File: config.mk
export PLATFORM = sky130hd
export DESIGN_NAME = mcs_top
export DESIGN_NICKNAME = d
export VERILOG_FILES = /design/src/mcs_pkg.sv /design/src/mcs_tick_div.sv /design/src/mcs_top.sv
export VERILOG_INCLUDE_DIRS = /design/src
export SDC_FILE = /design/constraint.sdc
export NUM_CORES = 1
export LEC_CHECK = 0
export ABC_AREA = 1
export BUFFER_PORTS_ARGS = -buffer_cell sky130_fd_sc_hd__buf_2
export CELL_PAD_IN_SITES_DETAIL_PLACEMENT = 0
export CELL_PAD_IN_SITES_GLOBAL_PLACEMENT = 1
export CORE_UTILIZATION = 38
export CTS_BUF_LIST = sky130_fd_sc_hd__clkbuf_4
export DETAILED_ROUTE_END_ITERATION = 10
export PLACE_DENSITY = 0.84
export SYNTH_ARGS = -nofsm -noshare
export SYNTH_HDL_FRONTEND = slang
export SYNTH_HIERARCHICAL = 1
export SYNTH_SLANG_ARGS = --single-unit
File: constraint.sdc
create_clock -name clk -period 2.2 [get_ports clk]
set_clock_uncertainty 0.1 [all_clocks]
set_input_delay 0 -clock clk [delete_from_list [all_inputs] [get_ports clk]]
set_output_delay 0 -clock clk [all_outputs]
set_load 0.05 [all_outputs]
File: src/mcs_cfg.svh
// Constants for the master clock select and control block
`ifndef MCS_CFG_SVH
`define MCS_CFG_SVH
`define MCS_OFS_CUR 5'h00
`define MCS_OFS_TGT 5'h04
`define MCS_OFS_DIV 5'h08
`define MCS_OFS_SW 5'h0C
`define MCS_OFS_OSC 5'h10
`define MCS_OFS_PCK 5'h14
`define MCS_OFS_PWR 5'h18
`define MCS_CODE_HSI 8'hE1
`define MCS_CODE_LSI 8'hD2
`define MCS_CODE_HSE 8'hB4
`define MCS_RST_FAST_RC_PRESCALER 2'h3
`define MCS_RST_CPU_CLOCK_DIVIDER 3'h0
`define MCS_RST_OSC 3'h1
`define MCS_SW_FLAG 0
`define MCS_SW_IEN 1
`define MCS_SW_BUSY 2
`define MCS_PWR_AHLP 0
`define MCS_REG_MAIN 2'h1
`define MCS_REG_LP 2'h2
`define MCS_RESP_OK 2'h0
`define MCS_RESP_ERR 2'h2
`endif

File: src/mcs_pkg.sv
// Types for the master clock select and control block
package mcs_pkg;
  // Oscillator vector: bit 0 fast RC, bit 1 slow RC, bit 2 external
  typedef struct packed {
    logic fast_external_clock;
    logic slow_internal_rc;
    logic fast_internal_rc;
  } mcs_osc_t;
  typedef struct packed {
    logic [1:0] hsi_div;
    logic [2:0] cpu_div;
  } mcs_div_t;
  typedef enum logic [1:0] {
    MCS_RUN = 2'h0,
    MCS_WAIT = 2'h1,
    MCS_AHALT = 2'h2,
    MCS_HALT = 2'h3
  } mcs_mode_t;
  typedef enum logic [1:0] {
    MCS_SW_IDLE = 2'h1,
    MCS_SW_WAIT = 2'h2
  } mcs_sw_state_t;
  // Regulator select: main and low-power are never both on
  typedef struct packed {
    logic low_power_regulator;
    logic main_regulator;
  } mcs_reg_t;
endpackage

File: src/mcs_tick_div.sv
// Power-of-two divider of a clock-enable pulse train
`include "mcs_cfg.svh"
module mcs_tick_div #(
  parameter int SW = 2
) (
  input wire logic clk,
  input wire logic reset,
  input wire logic ce,
  input wire logic tick_in,
  input wire logic [SW-1:0] sel,
  output logic tick_out
);
  localparam int CW = (1 << SW) - 1;
  logic [CW-1:0] cnt_r;
  logic [CW-1:0] mask;
  logic tick_r;

  initial begin
    if (SW < 1 || SW > 3) $error("mcs_tick_div: SW must be 1 to 3");
  end

  assign mask = CW'((1 << sel) - 1);
  assign tick_out = tick_r;

  always_ff @(posedge clk) begin
    if (reset) begin
      cnt_r <= '0;
    end else if (ce && tick_in) begin
      cnt_r <= ((cnt_r & mask) == mask) ? '0 : cnt_r + 1'b1;
    end
  end

  // Out pulse on the last input pulse of each group of 2^sel
  always_ff @(posedge clk) begin
    if (reset) begin
      tick_r <= 1'b0;
    end else if (ce) begin
      tick_r <= tick_in && ((cnt_r & mask) == mask);
    end
  end
endmodule // mcs_tick_div

File: src/mcs_top.sv
// Master clock select, dividers, gating and regulator choice
//
// Added by the designer: the register addresses and the AXI4-Lite slave port.
`include "mcs_cfg.svh"
module mcs_top #(
  parameter int NPER = 8,
  parameter int AW = 5
) (
  input wire logic clk,
  input wire logic reset,
  input wire logic ce,
  input wire logic s_axi_awvalid,
  output logic s_axi_awready,
  input wire logic [AW-1:0] s_axi_awaddr,
  input wire logic s_axi_wvalid,
  output logic s_axi_wready,
  input wire logic [31:0] s_axi_wdata,
  input wire logic [3:0] s_axi_wstrb,
  output logic s_axi_bvalid,
  input wire logic s_axi_bready,
  output logic [1:0] s_axi_bresp,
  input wire logic s_axi_arvalid,
  output logic s_axi_arready,
  input wire logic [AW-1:0] s_axi_araddr,
  output logic s_axi_rvalid,
  input wire logic s_axi_rready,
  output logic [31:0] s_axi_rdata,
  output logic [1:0] s_axi_rresp,
  input wire mcs_pkg::mcs_osc_t osc_ready,
  input wire mcs_pkg::mcs_osc_t osc_tick,
  input wire mcs_pkg::mcs_mode_t mode,
  input wire logic flash_ws_option,
  output mcs_pkg::mcs_osc_t osc_enable,
  output logic master_tick,
  output logic cpu_tick,
  output logic [NPER-1:0] periph_tick,
  output mcs_pkg::mcs_reg_t regulator,
  output logic flash_wait_state,
  output logic switch_wake
);
  initial begin
    if (NPER < 1 || NPER > 8) $error("mcs_top: NPER must be 1 to 8");
    if (AW < 5) $error("mcs_top: AW must be at least 5");
  end

  logic [AW-1:0] aw_addr_r;
  logic aw_full_r;
  logic [7:0] w_data_r;
  logic w_strb_r;
  logic w_full_r;
  logic bvalid_r;
  logic [1:0] bresp_r;
  logic rvalid_r;
  logic [31:0] rdata_r;
  logic [1:0] rresp_r;
  logic do_wr;
  logic do_rd;
  logic [7:0] cur_r;
  logic [7:0] tgt_r;
  mcs_pkg::mcs_div_t div_r;
  logic flag_r;
  logic ien_r;
  mcs_pkg::mcs_osc_t osc_en_r;
  mcs_pkg::mcs_osc_t osc_out_r;
  logic [NPER-1:0] pck_r;
  logic ahlp_r;
  mcs_pkg::mcs_sw_state_t st_r;
  mcs_pkg::mcs_osc_t cur_mask;
  mcs_pkg::mcs_osc_t tgt_mask;
  logic sw_done;
  logic wr_tgt;
  logic wr_sw;
  logic master_nxt;
  logic hsi_div_tick;
  logic master_r;
  logic [NPER-1:0] pck_tick_r;
  mcs_pkg::mcs_reg_t reg_r;
  logic fws_r;
  logic wake_r;

  function automatic mcs_pkg::mcs_osc_t src_mask(input logic [7:0] code);
    mcs_pkg::mcs_osc_t m;
    m = '0;
    unique case (code)
      `MCS_CODE_HSI: m.fast_internal_rc = 1'b1;
      `MCS_CODE_LSI: m.slow_internal_rc = 1'b1;
      `MCS_CODE_HSE: m.fast_external_clock = 1'b1;
      default: m = '0;
    endcase
    return m;
  endfunction

  function automatic logic mapped(input logic [AW-1:0] a);
    return a == `MCS_OFS_CUR || a == `MCS_OFS_TGT || a == `MCS_OFS_DIV ||
      a == `MCS_OFS_SW || a == `MCS_OFS_OSC || a == `MCS_OFS_PCK || a == `MCS_OFS_PWR;
  endfunction

  ////////////////////////////////////////////////////////////////////////////
  // Register bus slave

  assign s_axi_awready = ce && !aw_full_r && !bvalid_r;
  assign s_axi_wready = ce && !w_full_r && !bvalid_r;
  assign s_axi_arready = ce && !rvalid_r;
  assign s_axi_bvalid = bvalid_r;
  assign s_axi_bresp = bresp_r;
  assign s_axi_rvalid = rvalid_r;
  assign s_axi_rdata = rdata_r;
  assign s_axi_rresp = rresp_r;
  assign do_wr = ce && aw_full_r && w_full_r && !bvalid_r;
  assign do_rd = s_axi_arvalid && s_axi_arready;
  // Only lane 0 carries register bits; upper lanes are ignored
  assign wr_tgt = do_wr && w_strb_r && aw_addr_r == `MCS_OFS_TGT;
  assign wr_sw = do_wr && w_strb_r && aw_addr_r == `MCS_OFS_SW;

  always_ff @(posedge clk) begin
    if (reset) begin
      aw_full_r <= 1'b0;
      aw_addr_r <= '0;
    end else if (ce) begin
      if (s_axi_awvalid && s_axi_awready) begin
        aw_full_r <= 1'b1;
        aw_addr_r <= s_axi_awaddr;
      end else if (do_wr) begin
        aw_full_r <= 1'b0;
      end
    end
  end

  always_ff @(posedge clk) begin
    if (reset) begin
      w_full_r <= 1'b0;
      w_data_r <= 8'h00;
      w_strb_r <= 1'b0;
    end else if (ce) begin
      if (s_axi_wvalid && s_axi_wready) begin
        w_full_r <= 1'b1;
        w_data_r <= s_axi_wdata[7:0];
        w_strb_r <= s_axi_wstrb[0];
      end else if (do_wr) begin
        w_full_r <= 1'b0;
      end
    end
  end

  always_ff @(posedge clk) begin
    if (reset) begin
      bvalid_r <= 1'b0;
      bresp_r <= `MCS_RESP_OK;
    end else if (ce) begin
      if (do_wr) begin
        bvalid_r <= 1'b1;
        bresp_r <= mapped(aw_addr_r) ? `MCS_RESP_OK : `MCS_RESP_ERR;
      end else if (s_axi_bready) begin
        bvalid_r <= 1'b0;
      end
    end
  end

  always_ff @(posedge clk) begin
    if (reset) begin
      rvalid_r <= 1'b0;
      rdata_r <= '0;
      rresp_r <= `MCS_RESP_OK;
    end else if (ce) begin
      if (do_rd) begin
        rvalid_r <= 1'b1;
        rresp_r <= mapped(s_axi_araddr) ? `MCS_RESP_OK : `MCS_RESP_ERR;
        unique case (s_axi_araddr)
          `MCS_OFS_CUR: rdata_r <= {24'h000000, cur_r};
          `MCS_OFS_TGT: rdata_r <= {24'h000000, tgt_r};
          `MCS_OFS_DIV: rdata_r <= {27'h0000000, div_r};
          `MCS_OFS_SW: rdata_r <= {29'h00000000, st_r == mcs_pkg::MCS_SW_WAIT, ien_r, flag_r};
          `MCS_OFS_OSC: rdata_r <= {29'h00000000, osc_out_r};
          `MCS_OFS_PCK: rdata_r <= {{(32 - NPER){1'b0}}, pck_r};
          `MCS_OFS_PWR: rdata_r <= {31'h00000000, ahlp_r};
          default: rdata_r <= '0;
        endcase
      end else if (s_axi_rready) begin
        rvalid_r <= 1'b0;
      end
    end
  end

  ////////////////////////////////////////////////////////////////////////////
  // Control registers

  always_ff @(posedge clk) begin
    if (reset) begin
      tgt_r <= `MCS_CODE_HSI;
      div_r <= {`MCS_RST_FAST_RC_PRESCALER, `MCS_RST_CPU_CLOCK_DIVIDER};
      pck_r <= '1;
      ahlp_r <= 1'b0;
      ien_r <= 1'b0;
    end else if (do_wr && w_strb_r) begin
      unique case (aw_addr_r)
        `MCS_OFS_TGT: tgt_r <= w_data_r;
        `MCS_OFS_DIV: div_r <= w_data_r[4:0];
        `MCS_OFS_PCK: pck_r <= w_data_r[NPER-1:0];
        `MCS_OFS_PWR: ahlp_r <= w_data_r[`MCS_PWR_AHLP];
        `MCS_OFS_SW: ien_r <= w_data_r[`MCS_SW_IEN];
        default: ;
      endcase
    end
  end

  // Enables of the running source cannot be cleared by software
  always_ff @(posedge clk) begin
    if (reset) begin
      osc_en_r <= `MCS_RST_OSC;
    end else if (do_wr && w_strb_r && aw_addr_r == `MCS_OFS_OSC) begin
      osc_en_r <= w_data_r[2:0] | cur_mask;
    end
  end

  ////////////////////////////////////////////////////////////////////////////
  // Switch sequencer

  assign cur_mask = src_mask(cur_r);
  assign tgt_mask = src_mask(tgt_r);
  assign sw_done = st_r == mcs_pkg::MCS_SW_WAIT && (osc_ready & tgt_mask) != '0;

  always_ff @(posedge clk) begin
    if (reset) begin
      st_r <= mcs_pkg::MCS_SW_IDLE;
    end else if (ce) begin
      unique case (st_r)
        mcs_pkg::MCS_SW_IDLE: begin
          if (tgt_mask != '0 && tgt_r != cur_r) begin
            st_r <= mcs_pkg::MCS_SW_WAIT;
          end
        end
        mcs_pkg::MCS_SW_WAIT: begin
          if (sw_done || tgt_mask == '0 || tgt_r == cur_r) begin
            st_r <= mcs_pkg::MCS_SW_IDLE;
          end
        end
        default: st_r <= mcs_pkg::MCS_SW_IDLE;
      endcase
    end
  end

  always_ff @(posedge clk) begin
    if (reset) begin
      cur_r <= `MCS_CODE_HSI;
    end else if (ce && sw_done) begin
      cur_r <= tgt_r;
    end
  end

  // A completing switch wins over a clearing write
  always_ff @(posedge clk) begin
    if (reset) begin
      flag_r <= 1'b0;
    end else if (ce) begin
      if (sw_done) begin
        flag_r <= 1'b1;
      end else if (wr_sw && w_data_r[`MCS_SW_FLAG]) begin
        flag_r <= 1'b0;
      end
    end
  end

  always_ff @(posedge clk) begin
    if (reset) begin
      osc_out_r <= `MCS_RST_OSC;
      wake_r <= 1'b0;
    end else if (ce) begin
      osc_out_r <= osc_en_r | cur_mask | (st_r == mcs_pkg::MCS_SW_WAIT ? tgt_mask : 3'h0);
      wake_r <= flag_r && ien_r;
    end
  end

  ////////////////////////////////////////////////////////////////////////////
  // Clock trees

  mcs_tick_div #(.SW(2)) u_hsi_div (
    .clk(clk),
    .reset(reset),
    .ce(ce),
    .tick_in(osc_tick.fast_internal_rc),
    .sel(div_r.hsi_div),
    .tick_out(hsi_div_tick)
  );

  assign master_nxt = cur_mask.fast_internal_rc ? hsi_div_tick : cur_mask.slow_internal_rc ? osc_tick.slow_internal_rc :
    osc_tick.fast_external_clock;

  // CPU divider sits after the master tick, so peripherals keep full rate
  mcs_tick_div #(.SW(3)) u_cpu_div (
    .clk(clk),
    .reset(reset),
    .ce(ce),
    .tick_in(master_r),
    .sel(div_r.cpu_div),
    .tick_out(cpu_tick)
  );

  always_ff @(posedge clk) begin
    if (reset) begin
      master_r <= 1'b0;
    end else if (ce) begin
      master_r <= master_nxt;
    end
  end

  for (genvar i = 0; i < NPER; i++) begin : g_pck
    always_ff @(posedge clk) begin
      if (reset) begin
        pck_tick_r[i] <= 1'b0;
      end else if (ce) begin
        pck_tick_r[i] <= master_nxt && pck_r[i];
      end
    end
  end

  ////////////////////////////////////////////////////////////////////////////
  // Regulator and flash wait state

  always_ff @(posedge clk) begin
    if (reset) begin
      reg_r <= `MCS_REG_MAIN;
      fws_r <= 1'b0;
    end else if (ce) begin
      unique case (mode)
        mcs_pkg::MCS_HALT: reg_r <= `MCS_REG_LP;
        mcs_pkg::MCS_AHALT: reg_r <= ahlp_r ? `MCS_REG_LP : `MCS_REG_MAIN;
        default: reg_r <= `MCS_REG_MAIN;
      endcase
      fws_r <= flash_ws_option;
    end
  end

  assign osc_enable = osc_out_r;
  assign master_tick = master_r;
  assign periph_tick = pck_tick_r;
  assign regulator = reg_r;
  assign flash_wait_state = fws_r;
  assign switch_wake = wake_r;
endmodule // mcs_top
==> metrics.md <==
| Metric | Value |
|---|---|
| Top library cells by usage in the layout, fill and taps aside | sky130_fd_sc_hd__nand2_1 (159), sky130_fd_sc_hd__dfxtp_1 (89), sky130_fd_sc_hd__buf_2 (67) |
| Max clock buf depth | 2 |
| Number of nets still failing antenna checks after routing | 0 |
| DR iter-0 viols | 280 |
| Drc violations | 0 |
| Power per unit of standard cell area | 601 nW/um2 |
| HPWL after DPL | 8950 um |
| CP max-delay cell | sky130_fd_sc_hd__dlygate4sd3_1 |
| Worst Hold Class | in -> reg |
| Top cell by count, worst path | sky130_fd_sc_hd__dlygate4sd3_1 |
| Status | complete, no violations |
| Mean area per synthesized cell | 7.13 um2 |
| Worst EP arrival | 2.39 ns |
| Vias | 4433 |
| Average wire per standard cell | 14.0 um |
| Met2 routed wirelength | 5850 um |
| Family with the most delay on the worst path | buffers and inverters |
| Initial antenna violation count | 0 |
| Clock sink count | 93 |
| Post-synthesis cell type count | 39 |
| Cells after synthesis | 617 |
| Pins Over Slew Limit | 0 |
| Area added between synthesis and finish | 24.6% |
| Final setup margin | 0.0952 ns |
| Largest fanout on the critical path | 3 |
| First-pass GRT wire length | 19900 um |
| Root buffer cell | sky130_fd_sc_hd__clkbuf_4 |
| Crit-path max cell delay | 0.59 ns |
| CP Launch Type | flip-flop |
| Largest net degree at the start of global routing | 52 |
| Worst slack on hold paths | 0.0432 ns |
| Number of clock buffers inserted by TritonCTS | 9 |
| Reported leakage power | 2.52 nW |
| Final period util | 0.957 |
| Number of flip-flops and latches in the synthesized netlist | 93 |
| Clock latency at the later pin of the worst-skew pair | 0.48 ns |
| Via density per instance | 5.02 |
| Final hold violation count | 0 |
| Nets | 803 |
| Post-route setup TNS | 0 ns |
| Number of placement rows | 38 |
| Chip Width | 110 um |
| Final standard cell utilization of the core | 0.495 |
| Final number of setup-violating endpoints | 0 |
| Post-Route M1 WL | 5780 um |
| IO Count | 121 |
| Commonest non-fill, non-tap cell in the layout | sky130_fd_sc_hd__nand2_1 |
| First-pass detailed-route iteration total | 5 |
| Worst IR Drop VDD | 0.286 mV |
| Type of the worst setup path | reg -> reg |
| Port Buf Inserts | 67 |
| Number of max-cap violations | 0 |
| Final total power | 3.30 mW |
| Highest routed layer | met4 |
| Final RePlAce weighted congestion | 0.878 |
| DIE AREA | 12000 um2 |
| Floorplan Core Area | 11100 um2 |
| CTS clk-pin slew, worst paths | 0.17 ns |
| Place WS | 0.443 ns |
| Fraction of layout cells with a size suffix above 1 | 0.163 |
| CTS tree | yes |
| H-tree depth reported by CTS | 3 |
| Shortest period the worst path allows | 2.10 ns |
| Sum of overflow across all layers after global routing | 0 |
| Mapped cell area | 4400 um2 |
| Chain of cells forming the critical path | o211ai_1, dlygate4sd3_1, o21ai_0, nand2_1, dlygate4sd3_1 |
| Crit path buffers/inverters | 2 |
| Effective utilization at floorplan | 0.397 |
| Worst Path Required | 2.48 ns |
| Fraction of the yosys area taken by sequential cells | 0.423 |
| Endpoint type of the worst setup path | flip-flop |
| Met3 Routed Length | 523 um |
| Combined global-route utilization of all metal layers | 0.218 |
| Vias in the first global route | 4172 |
| Highest clock rate | 0.475 GHz |
| Die Y | 110 um |
| Sum of routed wire length over all layers | 12400 um |
| Ant diodes | 0 |
| Count of yosys warnings during synthesis | 6 |
## tightest hold or removal path: cells and delay by family
family          cells  cell delay (ns)
buf+inv             1             0.17
compound gates      2             0.16
simple gates        3             0.24
## metrics by stage
step           area (um2)  cells
2_1_floorplan        4490    642
3_3_place_gp         4810    818
3_5_place_dp         4810    818
4_1_cts              5450    882
5_1_grt              5480    883
6_report             5480    883
## kinds of logic (layout without fill, tap and decap cells)
logic type      after synthesis  count (layout)  synth area share
simple gates                272             272             0.267
compound gates              133             133             0.171
buf+inv                     109             210             0.117
flops                        93              93             0.423
xor+xnor                      7               7            0.0139
fa+ha+maj                     2               2           0.00569
other cells                   1              26          0.000853
## flip-flops by register name (all words and copies together), names as in the netlist, 2 cells and up
| name | flops |
|---|---|
| cur_r | 8 |
| pck_r | 8 |
| periph_tick | 8 |
| s_axi_rdata | 8 |
| tgt_r | 8 |
| w_data_r | 8 |
| u_cpu_div/cnt_r | 7 |
| aw_addr_r | 5 |
| div_r | 5 |
| osc_en_r | 3 |
| osc_enable | 3 |
| u_hsi_div/cnt_r | 3 |
| regulator | 2 |
| st_r | 2 |
## Yosys cell counts (all sizes together)
cell       n  share of area
or2        1         0.0020
o22ai      1         0.0014
nand2    167           0.15
o221ai     2         0.0040
a211oi     1         0.0017
o211ai    20          0.035
nand3b     1         0.0017
clkinv     1        0.00085
o21ai     45          0.051
clkbuf    10         0.0085
nor4       3         0.0077
conb       1        0.00085
ha         2         0.0057
o2111ai    1         0.0020
nor2      51          0.049
buf       30          0.050
a221oi     1         0.0020
o31ai      2         0.0034
dfxtp     93           0.42
a31oi      1         0.0014
xnor2      4         0.0080
a311oi     1         0.0020
nand4      7          0.010
a21oi     58          0.067
nor3      11          0.015
inv       68          0.058
xor2       3         0.0060
nand3     31          0.035
## metal layers
layer  vias to the layer above  GRT usage
met5                         -          0
met4                         0     0.0905
met3                        18     0.0308
met2                       126      0.368
met1                      2064      0.277
li1                       2225          -
## power breakdown
group          internal (mW)  switching (mW)
sequential              1.73          0.0314
combinational          0.153           0.343
clock                  0.378           0.660
## timing repair
action	CTS	global route
hold buffers	48	1
gates resized for setup	0	8
setup endpoints to repair	0	4
endpoints found under the hold margin	62	9
setup buffers	0	0
## cell type report
type	count	area (um2)
fill	1114	5600
multi-input combinational	440	2130
clock buffer	9	67.6
clock inverter	7	90.1
tap	140	175
inverter	69	259
sequential	93	1870
timing repair buffer	125	893
## final timing paths
kind         slack, ns            endpoint  cells past startpoint                from
max                0.1        regulator[0]                      5              ahlp_r
min               0.04      s_axi_rdata[6]                      6     s_axi_araddr[3]
max reg2reg        0.1        regulator[0]                      5              ahlp_r
min reg2reg       0.37  u_cpu_div/tick_out                      2  u_cpu_div/tick_out
No activity file was read; power rests on OpenSTA's default activity.
